$ cat src/rtl/mmc_regs.svh
// register offsets, field positions, reset values and timing constants
`ifndef MMC_REGS_SVH
`define MMC_REGS_SVH

`define MMC_ADDR_SINGLE 7'h00
`define MMC_ADDR_CONT 7'h01
`define MMC_ADDR_CCX_HI 7'h04
`define MMC_ADDR_CCX_LO 7'h05
`define MMC_ADDR_CCY_HI 7'h06
`define MMC_ADDR_CCY_LO 7'h07
`define MMC_ADDR_CCZ_HI 7'h08
`define MMC_ADDR_CCZ_LO 7'h09
`define MMC_ADDR_RATE 7'h0B
`define MMC_ADDR_X_RES 7'h24
`define MMC_ADDR_Y_RES 7'h27
`define MMC_ADDR_Z_RES 7'h2A
`define MMC_ADDR_SELF_TEST 7'h33
`define MMC_ADDR_STATUS 7'h34
`define MMC_ADDR_HANDSHAKE 7'h35
`define MMC_ADDR_REVISION 7'h36

`define MMC_CMD_READ_BIT 7
`define MMC_CONT_START_BIT 0
`define MMC_CONT_MODE_BIT 2
`define MMC_AXIS_LSB 4
`define MMC_AXIS_MSB 6
`define MMC_STATUS_READY_BIT 7

`define MMC_SINGLE_RESET 8'h00
`define MMC_CONT_RESET 8'h00
`define MMC_CC_RESET 16'h00C8
`define MMC_RATE_RESET 8'h96
`define MMC_RATE_FIXED_HI 4'h9
`define MMC_SELF_TEST_RESET 8'h00
`define MMC_HANDSHAKE_RESET 8'h1B
`define MMC_RESULT_RESET 24'h000000

`define MMC_CLK_PERIOD_PS 4000
`define MMC_RATE_UNIT_NS 420000

`endif

$ cat src/rtl/mmc_pkg.sv
// types shared by the measurement control block
package mmc_pkg;
   typedef logic [7:0] mmc_byte_t;
   typedef logic [6:0] mmc_addr_t;
   typedef logic [2:0] mmc_axes_t;
   typedef logic [23:0] mmc_result_t;

   typedef enum logic [2:0] {
      SEQ_IDLE = 3'b001,
      SEQ_NEXT = 3'b010,
      SEQ_MEAS = 3'b100
   } mmc_seq_state_t;
endpackage

$ cat src/rtl/mmc_axis_counter.sv
// one-axis forward and reverse bias oscillation period counter
`timescale 1ns/1ps
`include "mmc_regs.svh"
module mmc_axis_counter (
   input wire logic clk_i,
   input wire logic nrst_i,
   input wire logic start_i,
   input wire logic [15:0] cycles_i,
   input wire logic osc_tick_i,
   output logic busy_o,
   output logic reverse_o,
   output logic done_o,
   output mmc_pkg::mmc_result_t result_o
);
   import mmc_pkg::*;

   logic [15:0] osc_cnt_reg;
   mmc_result_t timer_reg;
   mmc_result_t fwd_time_reg;
   logic phase_end;

   assign phase_end = busy_o && (osc_cnt_reg == cycles_i);

   // count sensor cycles, first forward then reverse bias
   always_ff @(posedge clk_i) begin
      if (!nrst_i) begin
         busy_o <= 1'b0;
         reverse_o <= 1'b0;
         osc_cnt_reg <= 16'h0000;
         timer_reg <= 24'h000000;
         fwd_time_reg <= 24'h000000;
      end else if (start_i && !busy_o) begin
         busy_o <= 1'b1;
         reverse_o <= 1'b0;
         osc_cnt_reg <= 16'h0000;
         timer_reg <= 24'h000000;
      end else if (phase_end) begin
         osc_cnt_reg <= 16'h0000;
         timer_reg <= 24'h000000;
         if (!reverse_o) begin
            reverse_o <= 1'b1;
            fwd_time_reg <= timer_reg;
         end else begin
            reverse_o <= 1'b0;
            busy_o <= 1'b0;
         end
      end else if (busy_o) begin
         timer_reg <= timer_reg + 24'h000001;
         if (osc_tick_i) begin
            osc_cnt_reg <= osc_cnt_reg + 16'h0001;
         end
      end
   end

   // difference of the two phase durations is the field reading
   always_ff @(posedge clk_i) begin
      if (!nrst_i) begin
         done_o <= 1'b0;
         result_o <= `MMC_RESULT_RESET;
      end else begin
         done_o <= phase_end && reverse_o;
         if (phase_end && reverse_o) begin
            result_o <= fwd_time_reg - timer_reg;
         end
      end
   end
endmodule

$ cat src/rtl/mmc_measure_control.sv
// register bank and measurement sequencer of the three-axis sensor controller
`timescale 1ns/1ps
`include "mmc_regs.svh"

// Operation
// - command byte low seven bits address; bit 7 zero means write, data follows
// - bit 7 one means read; device returns the addressed register contents
// - device leaves reset idle and idles when no transfer or measurement runs
// - per-axis 16-bit cycle count, high byte at lower address, 04/06/08
// - cycle counts reset to 200 decimal: low byte C8, high byte zero
// - register address advances by one after every data byte of a transfer
// - each axis counts its own cycle count in forward and reverse bias
// - cycle counts keep their value until rewritten or reset
// - bit 0 of continuous control at 01 starts or stops continuous mode
// - single trigger write is ignored while continuous mode runs
// - continuous mode measures only axes enabled by bits 4, 5 and 6
// - ready mode 0: ready after whole sequence; 1: after each axis
// - reading continuous control returns the byte layout as written
// - reading continuous control or writing rate register ends continuous mode
// - read-only 24-bit results at 24, 27, 2A, reset to zero
// - single trigger at 00, bits 6..4 pick axes; ready after all finish
// - status bit 7 shows new data ready
// - rate low nibble sets interval; upper nibble fixed 9, default 96
module mmc_measure_control #(
   parameter int unsigned RATE_UNIT_CYCLES =
      (`MMC_RATE_UNIT_NS * 1000) / `MMC_CLK_PERIOD_PS,
   parameter logic [7:0] REVISION_VALUE = 8'h5A
) (
   input wire logic clk_i,
   input wire logic nrst_i,
   input wire logic frame_i,
   input wire logic byte_valid_i,
   input mmc_pkg::mmc_byte_t byte_i,
   input mmc_pkg::mmc_axes_t osc_tick_i,
   output mmc_pkg::mmc_byte_t tx_byte_o,
   output logic new_data_ready_o,
   output mmc_pkg::mmc_axes_t sensor_sel_o,
   output logic bias_reverse_o,
   output logic meas_active_o,
   output logic idle_o
);
   import mmc_pkg::*;

   function automatic mmc_axes_t lowest_one(input mmc_axes_t v);
      mmc_axes_t r;
      r = 3'h0;
      if (v[0]) begin
         r = 3'h1;
      end else if (v[1]) begin
         r = 3'h2;
      end else if (v[2]) begin
         r = 3'h4;
      end
      return r;
   endfunction

   // host command state
   logic cmd_seen_reg;
   logic read_mode_reg;
   mmc_addr_t addr_reg;

   // register bank
   mmc_byte_t single_measure_trigger_reg;
   mmc_byte_t continuous_mode_control_reg;
   logic [15:0] x_cycle_count_reg;
   logic [15:0] y_cycle_count_reg;
   logic [15:0] z_cycle_count_reg;
   logic [3:0] rate_nibble_reg;
   mmc_result_t x_result_reg;
   mmc_result_t y_result_reg;
   mmc_result_t z_result_reg;
   mmc_byte_t self_test_control_reg;
   mmc_byte_t command_handshake_reg;
   logic new_data_ready_reg;

   // sequencer
   mmc_seq_state_t seq_state_reg;
   mmc_axes_t pending_reg;
   mmc_axes_t cur_axis_reg;
   logic each_axis_ready_reg;
   logic axis_start_reg;
   logic [31:0] interval_cnt_reg;

   logic wr_en;
   logic rd_take;
   logic single_go;
   logic cont_go;
   logic cont_running;
   logic [15:0] cur_cycles;
   logic cur_osc_tick;
   logic axis_busy;
   logic axis_reverse;
   logic axis_done;
   mmc_result_t axis_result;
   mmc_byte_t rd_byte;
   logic [31:0] interval_cycles;

   assign wr_en = frame_i && byte_valid_i && cmd_seen_reg && !read_mode_reg;
   assign rd_take = frame_i && byte_valid_i && cmd_seen_reg && read_mode_reg;
   assign cont_running = continuous_mode_control_reg[`MMC_CONT_START_BIT];
   assign interval_cycles = RATE_UNIT_CYCLES << rate_nibble_reg;

   // single trigger only accepted outside continuous mode
   assign single_go = wr_en && (addr_reg == `MMC_ADDR_SINGLE) && !cont_running;
   assign cont_go = cont_running && (interval_cnt_reg == 32'h0000_0000) &&
      (seq_state_reg == SEQ_IDLE);

   // command byte then data bytes with address auto-increment
   always_ff @(posedge clk_i) begin
      if (!nrst_i) begin
         cmd_seen_reg <= 1'b0;
         read_mode_reg <= 1'b0;
         addr_reg <= 7'h00;
      end else if (!frame_i) begin
         cmd_seen_reg <= 1'b0;
      end else if (byte_valid_i) begin
         if (!cmd_seen_reg) begin
            cmd_seen_reg <= 1'b1;
            read_mode_reg <= byte_i[`MMC_CMD_READ_BIT];
            addr_reg <= byte_i[6:0];
         end else begin
            addr_reg <= addr_reg + 7'h01;
         end
      end
   end

   // read multiplexer
   always_comb begin
      rd_byte = 8'h00;
      unique case (addr_reg)
         `MMC_ADDR_SINGLE: rd_byte = single_measure_trigger_reg;
         `MMC_ADDR_CONT: rd_byte = continuous_mode_control_reg;
         `MMC_ADDR_CCX_HI: rd_byte = x_cycle_count_reg[15:8];
         `MMC_ADDR_CCX_LO: rd_byte = x_cycle_count_reg[7:0];
         `MMC_ADDR_CCY_HI: rd_byte = y_cycle_count_reg[15:8];
         `MMC_ADDR_CCY_LO: rd_byte = y_cycle_count_reg[7:0];
         `MMC_ADDR_CCZ_HI: rd_byte = z_cycle_count_reg[15:8];
         `MMC_ADDR_CCZ_LO: rd_byte = z_cycle_count_reg[7:0];
         `MMC_ADDR_RATE: rd_byte = {`MMC_RATE_FIXED_HI, rate_nibble_reg};
         7'h24: rd_byte = x_result_reg[23:16];
         7'h25: rd_byte = x_result_reg[15:8];
         7'h26: rd_byte = x_result_reg[7:0];
         7'h27: rd_byte = y_result_reg[23:16];
         7'h28: rd_byte = y_result_reg[15:8];
         7'h29: rd_byte = y_result_reg[7:0];
         7'h2A: rd_byte = z_result_reg[23:16];
         7'h2B: rd_byte = z_result_reg[15:8];
         7'h2C: rd_byte = z_result_reg[7:0];
         `MMC_ADDR_SELF_TEST: rd_byte = {self_test_control_reg[7], 3'h0,
            self_test_control_reg[3:0]};
         `MMC_ADDR_STATUS: rd_byte = {new_data_ready_reg, 7'h00};
         `MMC_ADDR_HANDSHAKE: rd_byte = command_handshake_reg;
         `MMC_ADDR_REVISION: rd_byte = REVISION_VALUE;
         default: rd_byte = 8'h00;
      endcase
   end

   always_ff @(posedge clk_i) begin
      if (!nrst_i) begin
         tx_byte_o <= 8'h00;
      end else begin
         tx_byte_o <= rd_byte;
      end
   end

   // single trigger register keeps the last accepted axis selection
   always_ff @(posedge clk_i) begin
      if (!nrst_i) begin
         single_measure_trigger_reg <= `MMC_SINGLE_RESET;
      end else if (single_go) begin
         single_measure_trigger_reg <= byte_i;
      end
   end

   // continuous control: written byte, start bit dropped by side effects
   always_ff @(posedge clk_i) begin
      if (!nrst_i) begin
         continuous_mode_control_reg <= `MMC_CONT_RESET;
      end else if (wr_en && addr_reg == `MMC_ADDR_CONT) begin
         continuous_mode_control_reg <= byte_i;
      end else if ((rd_take && addr_reg == `MMC_ADDR_CONT) ||
                   (wr_en && addr_reg == `MMC_ADDR_RATE)) begin
         continuous_mode_control_reg[`MMC_CONT_START_BIT] <= 1'b0;
      end
   end

   // cycle counts, high byte at the lower address
   always_ff @(posedge clk_i) begin
      if (!nrst_i) begin
         x_cycle_count_reg <= `MMC_CC_RESET;
         y_cycle_count_reg <= `MMC_CC_RESET;
         z_cycle_count_reg <= `MMC_CC_RESET;
      end else if (wr_en) begin
         unique case (addr_reg)
            `MMC_ADDR_CCX_HI: x_cycle_count_reg[15:8] <= byte_i;
            `MMC_ADDR_CCX_LO: x_cycle_count_reg[7:0] <= byte_i;
            `MMC_ADDR_CCY_HI: y_cycle_count_reg[15:8] <= byte_i;
            `MMC_ADDR_CCY_LO: y_cycle_count_reg[7:0] <= byte_i;
            `MMC_ADDR_CCZ_HI: z_cycle_count_reg[15:8] <= byte_i;
            `MMC_ADDR_CCZ_LO: z_cycle_count_reg[7:0] <= byte_i;
            default: ;
         endcase
      end
   end

   // rate, self test and handshake registers
   always_ff @(posedge clk_i) begin
      if (!nrst_i) begin
         rate_nibble_reg <= 4'(`MMC_RATE_RESET & 8'h0F);
         self_test_control_reg <= `MMC_SELF_TEST_RESET;
         command_handshake_reg <= `MMC_HANDSHAKE_RESET;
      end else if (wr_en) begin
         if (addr_reg == `MMC_ADDR_RATE) begin
            rate_nibble_reg <= byte_i[3:0];
         end
         if (addr_reg == `MMC_ADDR_SELF_TEST) begin
            self_test_control_reg <= byte_i;
         end
         if (addr_reg == `MMC_ADDR_HANDSHAKE) begin
            command_handshake_reg <= byte_i;
         end
      end
   end

   // interval between continuous sequences
   always_ff @(posedge clk_i) begin
      if (!nrst_i) begin
         interval_cnt_reg <= 32'h0000_0000;
      end else if (!cont_running) begin
         interval_cnt_reg <= 32'h0000_0000;
      end else if (cont_go) begin
         interval_cnt_reg <= interval_cycles - 32'h0000_0001;
      end else if (interval_cnt_reg != 32'h0000_0000) begin
         interval_cnt_reg <= interval_cnt_reg - 32'h0000_0001;
      end
   end

   // axis sequencer
   always_ff @(posedge clk_i) begin
      if (!nrst_i) begin
         seq_state_reg <= SEQ_IDLE;
         pending_reg <= 3'h0;
         cur_axis_reg <= 3'h0;
         each_axis_ready_reg <= 1'b0;
         axis_start_reg <= 1'b0;
      end else begin
         axis_start_reg <= 1'b0;
         unique case (seq_state_reg)
            SEQ_IDLE: begin
               if (single_go) begin
                  pending_reg <= byte_i[`MMC_AXIS_MSB:`MMC_AXIS_LSB];
                  each_axis_ready_reg <= 1'b0;
                  seq_state_reg <= SEQ_NEXT;
               end else if (cont_go) begin
                  pending_reg <= continuous_mode_control_reg[`MMC_AXIS_MSB:`MMC_AXIS_LSB];
                  each_axis_ready_reg <= continuous_mode_control_reg[`MMC_CONT_MODE_BIT];
                  seq_state_reg <= SEQ_NEXT;
               end
            end
            SEQ_NEXT: begin
               if (pending_reg == 3'h0) begin
                  seq_state_reg <= SEQ_IDLE;
               end else begin
                  cur_axis_reg <= lowest_one(pending_reg);
                  axis_start_reg <= 1'b1;
                  seq_state_reg <= SEQ_MEAS;
               end
            end
            SEQ_MEAS: begin
               if (axis_done) begin
                  pending_reg <= pending_reg & ~cur_axis_reg;
                  seq_state_reg <= SEQ_NEXT;
               end
            end
         endcase
      end
   end

   // results land in the register of the axis just measured
   always_ff @(posedge clk_i) begin
      if (!nrst_i) begin
         x_result_reg <= `MMC_RESULT_RESET;
         y_result_reg <= `MMC_RESULT_RESET;
         z_result_reg <= `MMC_RESULT_RESET;
      end else if (axis_done) begin
         if (cur_axis_reg[0]) begin
            x_result_reg <= axis_result;
         end
         if (cur_axis_reg[1]) begin
            y_result_reg <= axis_result;
         end
         if (cur_axis_reg[2]) begin
            z_result_reg <= axis_result;
         end
      end
   end

   // ready flag: cleared at sequence start, set per axis or at sequence end
   always_ff @(posedge clk_i) begin
      if (!nrst_i) begin
         new_data_ready_reg <= 1'b0;
      end else if (seq_state_reg == SEQ_IDLE && (single_go || cont_go)) begin
         new_data_ready_reg <= 1'b0;
      end else if (axis_done && each_axis_ready_reg) begin
         new_data_ready_reg <= 1'b1;
      end else if (seq_state_reg == SEQ_NEXT && pending_reg == 3'h0) begin
         new_data_ready_reg <= 1'b1;
      end
   end

   // a tick counts only once the bias pin shows the counter's own phase
   always_comb begin
      cur_cycles = 16'h0000;
      cur_osc_tick = 1'b0;
      unique case (cur_axis_reg)
         3'h1: begin
            cur_cycles = x_cycle_count_reg;
            cur_osc_tick = osc_tick_i[0] && (bias_reverse_o == axis_reverse);
         end
         3'h2: begin
            cur_cycles = y_cycle_count_reg;
            cur_osc_tick = osc_tick_i[1] && (bias_reverse_o == axis_reverse);
         end
         3'h4: begin
            cur_cycles = z_cycle_count_reg;
            cur_osc_tick = osc_tick_i[2] && (bias_reverse_o == axis_reverse);
         end
         default: begin
            cur_cycles = 16'h0000;
            cur_osc_tick = 1'b0;
         end
      endcase
   end

   mmc_axis_counter u_axis (
      .clk_i(clk_i),
      .nrst_i(nrst_i),
      .start_i(axis_start_reg),
      .cycles_i(cur_cycles),
      .osc_tick_i(cur_osc_tick),
      .busy_o(axis_busy),
      .reverse_o(axis_reverse),
      .done_o(axis_done),
      .result_o(axis_result)
   );

   // registered pin outputs
   always_ff @(posedge clk_i) begin
      if (!nrst_i) begin
         new_data_ready_o <= 1'b0;
         sensor_sel_o <= 3'h0;
         bias_reverse_o <= 1'b0;
         meas_active_o <= 1'b0;
         idle_o <= 1'b1;
      end else begin
         new_data_ready_o <= new_data_ready_reg;
         sensor_sel_o <= axis_busy ? cur_axis_reg : 3'h0;
         bias_reverse_o <= axis_busy && axis_reverse;
         meas_active_o <= seq_state_reg != SEQ_IDLE;
         idle_o <= !frame_i && seq_state_reg == SEQ_IDLE;
      end
   end
endmodule

$ cat config.mk
export PLATFORM = sky130hd
export DESIGN_NAME = mmc_measure_control
export DESIGN_NICKNAME = d
export VERILOG_FILES = /design/src/rtl/mmc_pkg.sv /design/src/rtl/mmc_axis_counter.sv /design/src/rtl/mmc_measure_control.sv
export VERILOG_INCLUDE_DIRS = /design/src /design/src/rtl
export SDC_FILE = /design/constraint.sdc
export NUM_CORES = 1
export LEC_CHECK = 0
export BUFFER_PORTS_ARGS = -buffer_cell sky130_fd_sc_hd__buf_2
export CORE_MARGIN = 4
export CORE_UTILIZATION = 55
export DETAILED_ROUTE_END_ITERATION = 8
export PLACE_DENSITY_LB_ADDON = 0.15
export SKIP_LAST_GASP = 1
export SLEW_MARGIN = 20
export SYNTH_ARGS = -nofsm -noshare
export SYNTH_HDL_FRONTEND = slang
export SYNTH_SLANG_ARGS = --single-unit
$ cat constraint.sdc
create_clock -name clk_i -period 4 [get_ports clk_i]
set_input_delay 0.2 -clock clk_i [delete_from_list [all_inputs] [get_ports clk_i]]
set_output_delay 0.2 -clock clk_i [all_outputs]
set_load 0.005 [all_outputs]
==> flow_summary.json, run 1 <==
{
  "grt_max_degree": 112,
  "fin_tns_setup_ns": 0,
  "htree_num_levels": 2,
  "synthesis.area_mm2": 0.0156,
  "ir_worst_vdd_mv": 0.341,
  "post_drt_wl_per_cell_um": 20.4,
  "ys_seq_elements": 312,
  "cts_tree": "built",
  "fmax_mhz": 273,
  "use_met2": 0.512,
  "clk_latency_ns": 0.53,
  "grt_pass1_vias": 14072,
  "clkTransAtPathRegs_ns": 0.06,
  "start_util": 0.560,
  "ioPinCount": 30,
  "criticalPathCategory": "reg2reg",
  "grt.met3_usage": 0.0463,
  "die_w_um": 176,
  "finalClockSkew_ns": 0.0277,
  "synthArstFlopShare": 0,
  "power.internal_mw": 5.06,
  "report.final.slew_viol_count": 0,
  "end_kind": "register",
  "syn_inst": 2027,
  "top_usage_layer": "met2",
  "r2r_setup_slack_ns": 0.34,
  "rows": 61,
  "port_buffers": 29,
  "fin_nets": 2041,
  "finalHoldViolCount": 0,
  "fillers": 2547,
  "drt-pass1-iter-count": 9,
  "vias": 14989,
  "drive_gt1_frac": 0.0739,
  "antennaDiodeCount": 0,
  "synth_ff_type": "dfxtp_1",
  "cp.arrival_ns": 4.08,
  "multiInputGateArea_mm2": 0.00863,
  "wirelength_um": 48900,
  "power_frac_comb": 0.036,
  "drc": 0,
  "maxCapViolations": 0,
  "p_leak_nw": 6.28,
  "p_sw_mw": 1.50,
  "hold_class": "in2reg",
  "cts-buffers-inserted": 35,
  "worstMarginPinSlew_ns": 1.16,
  "crit_fanout": 7,
  "p_sw_frac": 0.228,
  "gp_congestion": 1.01,
  "cts_root_buffer": "clkbuf_16",
  "p_total_mw": 6.55,
  "die_h_um": 176,
  "post_cts_resized": 0,
  "yosysWarnings": 0,
  "timing.hold.ws_ns": 0.0532,
  "design_area_mm2": 0.0171,
  "vias_per_cell": 6.26,
  "grt_overflow": 0,
  "grtUsageMet1": 0.414,
  "startpoint": "interval_cnt_reg[5]",
  "coreArea_mm2": 0.0279,
  "largest_reg_flops": 32,
  "rsz0062_at_grt": "false",
  "required_ns": 4.42,
  "ff_latch_area_mm2": 0.00625,
  "dpl.hpwl_um": 33200,
  "drt_iter0_drc": 1850,
  "powerDensity_mw_per_mm2": 382,
  "timing.rr.end": "interval_cnt_reg[29]",
  "period_share": 0.915,
  "ant_nets": 0,
  "status": "finished clean",
  "start_kind": "register",
  "synth-edff-count": 0,
  "die_area_mm2": 0.0311,
  "dpl_cell_area_mm2": 0.0160,
  "antenna_found_initial": 0,
  "clkPwrFrac": 0.485,
  "endpoint": "interval_cnt_reg[29]",
  "dpl.cell_count": 2329,
  "timing.rr.start": "interval_cnt_reg[5]",
  "post_layout_nonfiller_instances": 2394,
  "grt_pass1_wl_um": 78100,
  "synth_cell_types": 65,
  "min_period_ns": 3.66,
  "syn2layout_area_growth_pct": 9.99,
  "seqPwrFrac": 0.479,
  "clock_sinks": 312,
  "grtUsageTotal": 0.309,
  "cts_buffer_depth": 3,
  "ys_seq_area_frac": 0.401,
  "synth_nets": 2077,
  "ff2ff_path_depth": 8,
  "synth.avg_cell_area_um2": 7.69,
  "slew_headroom": 0.223,
  "setup_viol": 0
}
cell families (layout without fill, tap and decap cells):
kind of cell / count (synthesis) / count (layout) / share of synthesized area
adder cells (fa/ha/maj): 35 / 35 / 0.0286
AO/OA/AOI/OAI: 494 / 494 / 0.200
flip-flops: 312 / 312 / 0.401
AND/OR/NAND/NOR: 896 / 896 / 0.269
multiplexers: 18 / 18 / 0.0116
XOR/XNOR: 78 / 78 / 0.0438
buffers and inverters: 194 / 183 / 0.0468
cell type report:
| cell class | instances | area share |
|---|---|---|
| flip-flops and latches | 312 | 0.364 |
| clock inverters | 10 | 0.00540 |
| well taps | 378 | 0.0276 |
| clock buffers | 52 | 0.0607 |
| multi-input cells | 1521 | 0.503 |
| repair buffers | 71 | 0.0273 |
| inverters | 50 | 0.0112 |
worst max-delay path, stage by stage (launching register included):
cell,delay (ns)
dfxtp_1,0.36
or4_4,0.57
or3_4,0.41
or4_4,0.53
or4_4,0.57
a2111oi_4,0.43
nand4_1,0.24
o21ai_0,0.25
nor3b_1,0.21
cells in the final DEF (no fill, tap or decap), types with 7 or more instances in the layout:
cell type  synthesis  final
o21ai_0           41     41
ha_1              34     34
clkbuf_8           0      8
nor2_1           176    175
nand2b_1          11     11
xor2_1            22     22
nor4_1            19     18
and2_1            38     37
a21oi_1          245    245
a221oi_1          21     21
and3_1            23     23
nand2_1          353    353
o31ai_1           10     10
clkbuf_16          0     36
a21o_1            14     14
inv_1             50     49
buf_2              1     29
a31oi_1           17     17
dfxtp_1          312    312
or3_1              9      9
mux2i_1           18     18
nor2b_1           27     27
clkbuf_1         133      8
o22ai_1           11     11
a222oi_1          16     16
a22o_1            17     17
nor3_1            59     59
xnor2_1           56     56
a22oi_1           36     36
or2_2              9      9
nand3_1          105    105
nand4_1           23     23
a211oi_1          15     15
buf_4              0     39
nor4bb_1           7      7
stage by stage:
stage          utilization  setup WS, ns
2_1_floorplan            -         0.608
3_3_place_gp         0.574         0.463
3_5_place_dp         0.574         0.370
4_1_cts              0.615         0.314
5_1_grt              0.615         0.147
6_report             0.615         0.340
what timing repair did:
action                                  CTS  global route
setup buffers                             0             0
hold buffers                              3             0
endpoints found under the setup margin    0             0
hold endpoints to repair                  2             0
Yosys cell counts, drive strengths merged, types with 27 or more instances:
cell type,n,share of area
nor3,59,0.019
ha,34,0.027
nor2,176,0.042
a22oi,36,0.017
dfxtp,312,0.40
and2,38,0.015
o21ai,41,0.013
xnor2,56,0.031
nand3,105,0.034
a21oi,246,0.079
clkbuf,133,0.032
nor2b,27,0.011
nand2,353,0.085
inv,50,0.012
power groups by stage:
stage               Combinational (mW)  Sequential (mW)  Clock, mW
floorplan                        0.154             3.20          0
global placement                 0.227             3.21          0
detailed placement               0.229             3.21          0
CTS                              0.232             3.14       3.20
global route                     0.256             3.14       3.33
finish                           0.238             3.14       3.18
metal layers:
layer  vias to the layer above  wire [um]
li1                       7058          -
met1                      7157      20200
met2                       642      22700
met3                       132       4030
met4                         0       1950
met5                         -          0
worst min path at each step:
stage / startpoint / end / slack (ns) / cells after the start
floorplan: frame_i / idle_o / 0.31 / 1
global placement: interval_cnt_reg[0] / interval_cnt_reg[0] / 0.43 / 1
detailed placement: interval_cnt_reg[0] / interval_cnt_reg[0] / 0.44 / 1
CTS: byte_i[6] / command_handshake_reg[6] / 0.04 / 3
global route: byte_i[6] / command_handshake_reg[6] / 0.06 / 3
finish: byte_i[6] / command_handshake_reg[6] / 0.05 / 3
(Power assumes the default switching activity.)
==> run 2: changes to the inputs <==
--- a/config.mk
+++ b/config.mk
@@ -13,5 +13,4 @@
 export PLACE_DENSITY_LB_ADDON = 0.15
 export SKIP_LAST_GASP = 1
-export SLEW_MARGIN = 20
 export SYNTH_ARGS = -nofsm -noshare
 export SYNTH_HDL_FRONTEND = slang
==> constraint.sdc (replaced) <==
create_clock -name clk_i -period 4 [get_ports clk_i]
set_input_delay 0.4 -clock clk_i [delete_from_list [all_inputs] [get_ports clk_i]]
set_output_delay 0.4 -clock clk_i [all_outputs]
set_load 0.005 [all_outputs]
==> flow_summary.json, run 2 (same netlist as run 1, synthesis figures left out) <==
{
  "status": "finished clean",
  "setup_viol": 0,
  "rows": 61,
  "p_sw_frac": 0.223,
  "finalClockSkew_ns": 0.0139,
  "maxCapViolations": 0,
  "htree_num_levels": 2,
  "cp.arrival_ns": 4.05,
  "cp_common_cell": "or4_4",
  "post_cts_resized": 0,
  "die_w_um": 176,
  "cts_root_buffer": "clkbuf_16",
  "crit_fanout": 7,
  "drc": 0,
  "cts-buffers-inserted": 35,
  "ioPinCount": 30,
  "report.final.slew_viol_count": 0,
  "gp_congestion": 1.01,
  "start_util": 0.560,
  "hold_class": "in2reg",
  "drive_gt1_frac": 0.0720,
  "seqPwrFrac": 0.474,
  "finalHoldViolCount": 0,
  "grt_overflow": 0,
  "coreArea_mm2": 0.0279,
  "grt_max_degree": 82,
  "port_buffers": 29,
  "design_area_mm2": 0.0171,
  "cts_buffer_depth": 3,
  "clkTransAtPathRegs_ns": 0.06,
  "finish.utilization": 0.615,
  "ff2ff_path_depth": 8,
  "timing.rr.end": "interval_cnt_reg[30]",
  "hp-start": "byte_valid_i",
  "whs_endpoint": "cmd_seen_reg",
  "vias_per_cell": 6.26,
  "vias": 14969,
  "largest_reg_flops": 32,
  "post_cts_buffers": 0,
  "grt_pass1_wl_um": 77200,
  "clkPwrFrac": 0.490,
  "drt_iter0_drc": 1728,
  "layout_commonest_cell": "nand2_1",
  "r2r_setup_slack_ns": 0.38,
  "final_cell_mix": "353 x nand2_1, 312 x dfxtp_1, 245 x a21oi_1",
  "p_leak_nw": 6.27,
  "antennaDiodeCount": 0,
  "power.internal_mw": 5.14,
  "layout_setup_ws_ns": 0.385,
  "min_period_ns": 3.62,
  "dpl.hpwl_um": 33500,
  "hold_depth": 2,
  "ant_nets": 0,
  "end_kind": "register",
  "drt-pass1-iter-count": 8,
  "clk_latency_ns": 0.52,
  "crit_chain": "or4_4 -> or3_4 -> or4_4 -> or4_4 -> a2111oi_4 -> nand4_2 -> or3_1 -> a21oi_1",
  "cts_tree": "built",
  "p_sw_mw": 1.48,
  "fin_tns_setup_ns": 0,
  "power_frac_comb": 0.036,
  "powerDensity_mw_per_mm2": 386,
  "crit_path_max_incr_delay_ns": 0.57,
  "die_h_um": 176,
  "hold_buffers": 0,
  "timing.rr.start": "interval_cnt_reg[5]",
  "fmax_mhz": 277,
  "period_share": 0.904,
  "post_layout_nonfiller_instances": 2391,
  "die_area_mm2": 0.0311,
  "worst-path-buf-inv": 0,
  "place_ws_ns": 0.422,
  "dpl_cell_area_mm2": 0.0160,
  "dpl.cell_count": 2331,
  "ir_worst_vdd_mv": 0.407,
  "cp_top_family": "simple AND/OR/NAND/NOR gates",
  "rsz0062_at_grt": "false",
  "wirelength_um": 48700,
  "fillers": 2611,
  "post_drt_wl_per_cell_um": 20.4,
  "antenna_found_initial": 0,
  "slew_headroom": 0.172,
  "fin_nets": 2040,
  "start_kind": "register",
  "required_ns": 4.44,
  "cpMaxStageDelayCell": "or4_4",
  "syn2layout_area_growth_pct": 9.93,
  "criticalPathCategory": "reg2reg",
  "clock_sinks": 312,
  "worstMarginPinSlew_ns": 1.24,
  "grtUsageTotal": 0.307,
  "grt_pass1_vias": 13913
}
run 2: per-layer routing:
layer / GRT usage / vias up / routed length, um
met4: 0.135 / 0 / 2400
met2: 0.497 / 726 / 22400
li1: - / 7068 / -
met1: 0.404 / 7025 / 19700
met5: 0 / - / 0
met3: 0.0561 / 150 / 4200
run 2: power groups by stage:
stage	logic [mW]	registers, mW	clock network, mW
after floorplan	0.154	3.20	0
after global placement	0.228	3.21	0
after detailed placement	0.228	3.21	0
after CTS	0.230	3.14	3.28
after global routing	0.254	3.14	3.41
final	0.235	3.14	3.25
run 2: area by class of cell:
type / instances / area (um2) / share of cell area
Multi-Input combinational cell: 1521 / 8630 / 0.504
Sequential cell: 312 / 6250 / 0.365
Timing Repair Buffer: 70 / 453 / 0.0264
Inverter: 50 / 193 / 0.0112
Clock inverter: 11 / 170 / 0.00993
Tap cell: 378 / 473 / 0.0276
Clock buffer: 49 / 970 / 0.0566
run 2: worst max-delay path by stage:
stage	end	slack, ns	cells after the start	start
2_1_floorplan	interval_cnt_reg[30]	0.61	8	interval_cnt_reg[5]
3_3_place_gp	interval_cnt_reg[30]	0.46	8	interval_cnt_reg[5]
3_5_place_dp	interval_cnt_reg[30]	0.42	8	interval_cnt_reg[5]
4_1_cts	interval_cnt_reg[30]	0.38	8	interval_cnt_reg[5]
5_1_grt	interval_cnt_reg[29]	0.16	8	interval_cnt_reg[5]
6_report	interval_cnt_reg[30]	0.38	8	interval_cnt_reg[5]
run 2: per-stage QoR:
stage	hold WS, ns	power [mW]
3_5_place_dp	0.446	3.43
5_1_grt	0.149	6.80
6_report	0.129	6.62
4_1_cts	0.123	6.64
3_3_place_gp	0.432	3.43
2_1_floorplan	0.422	3.35
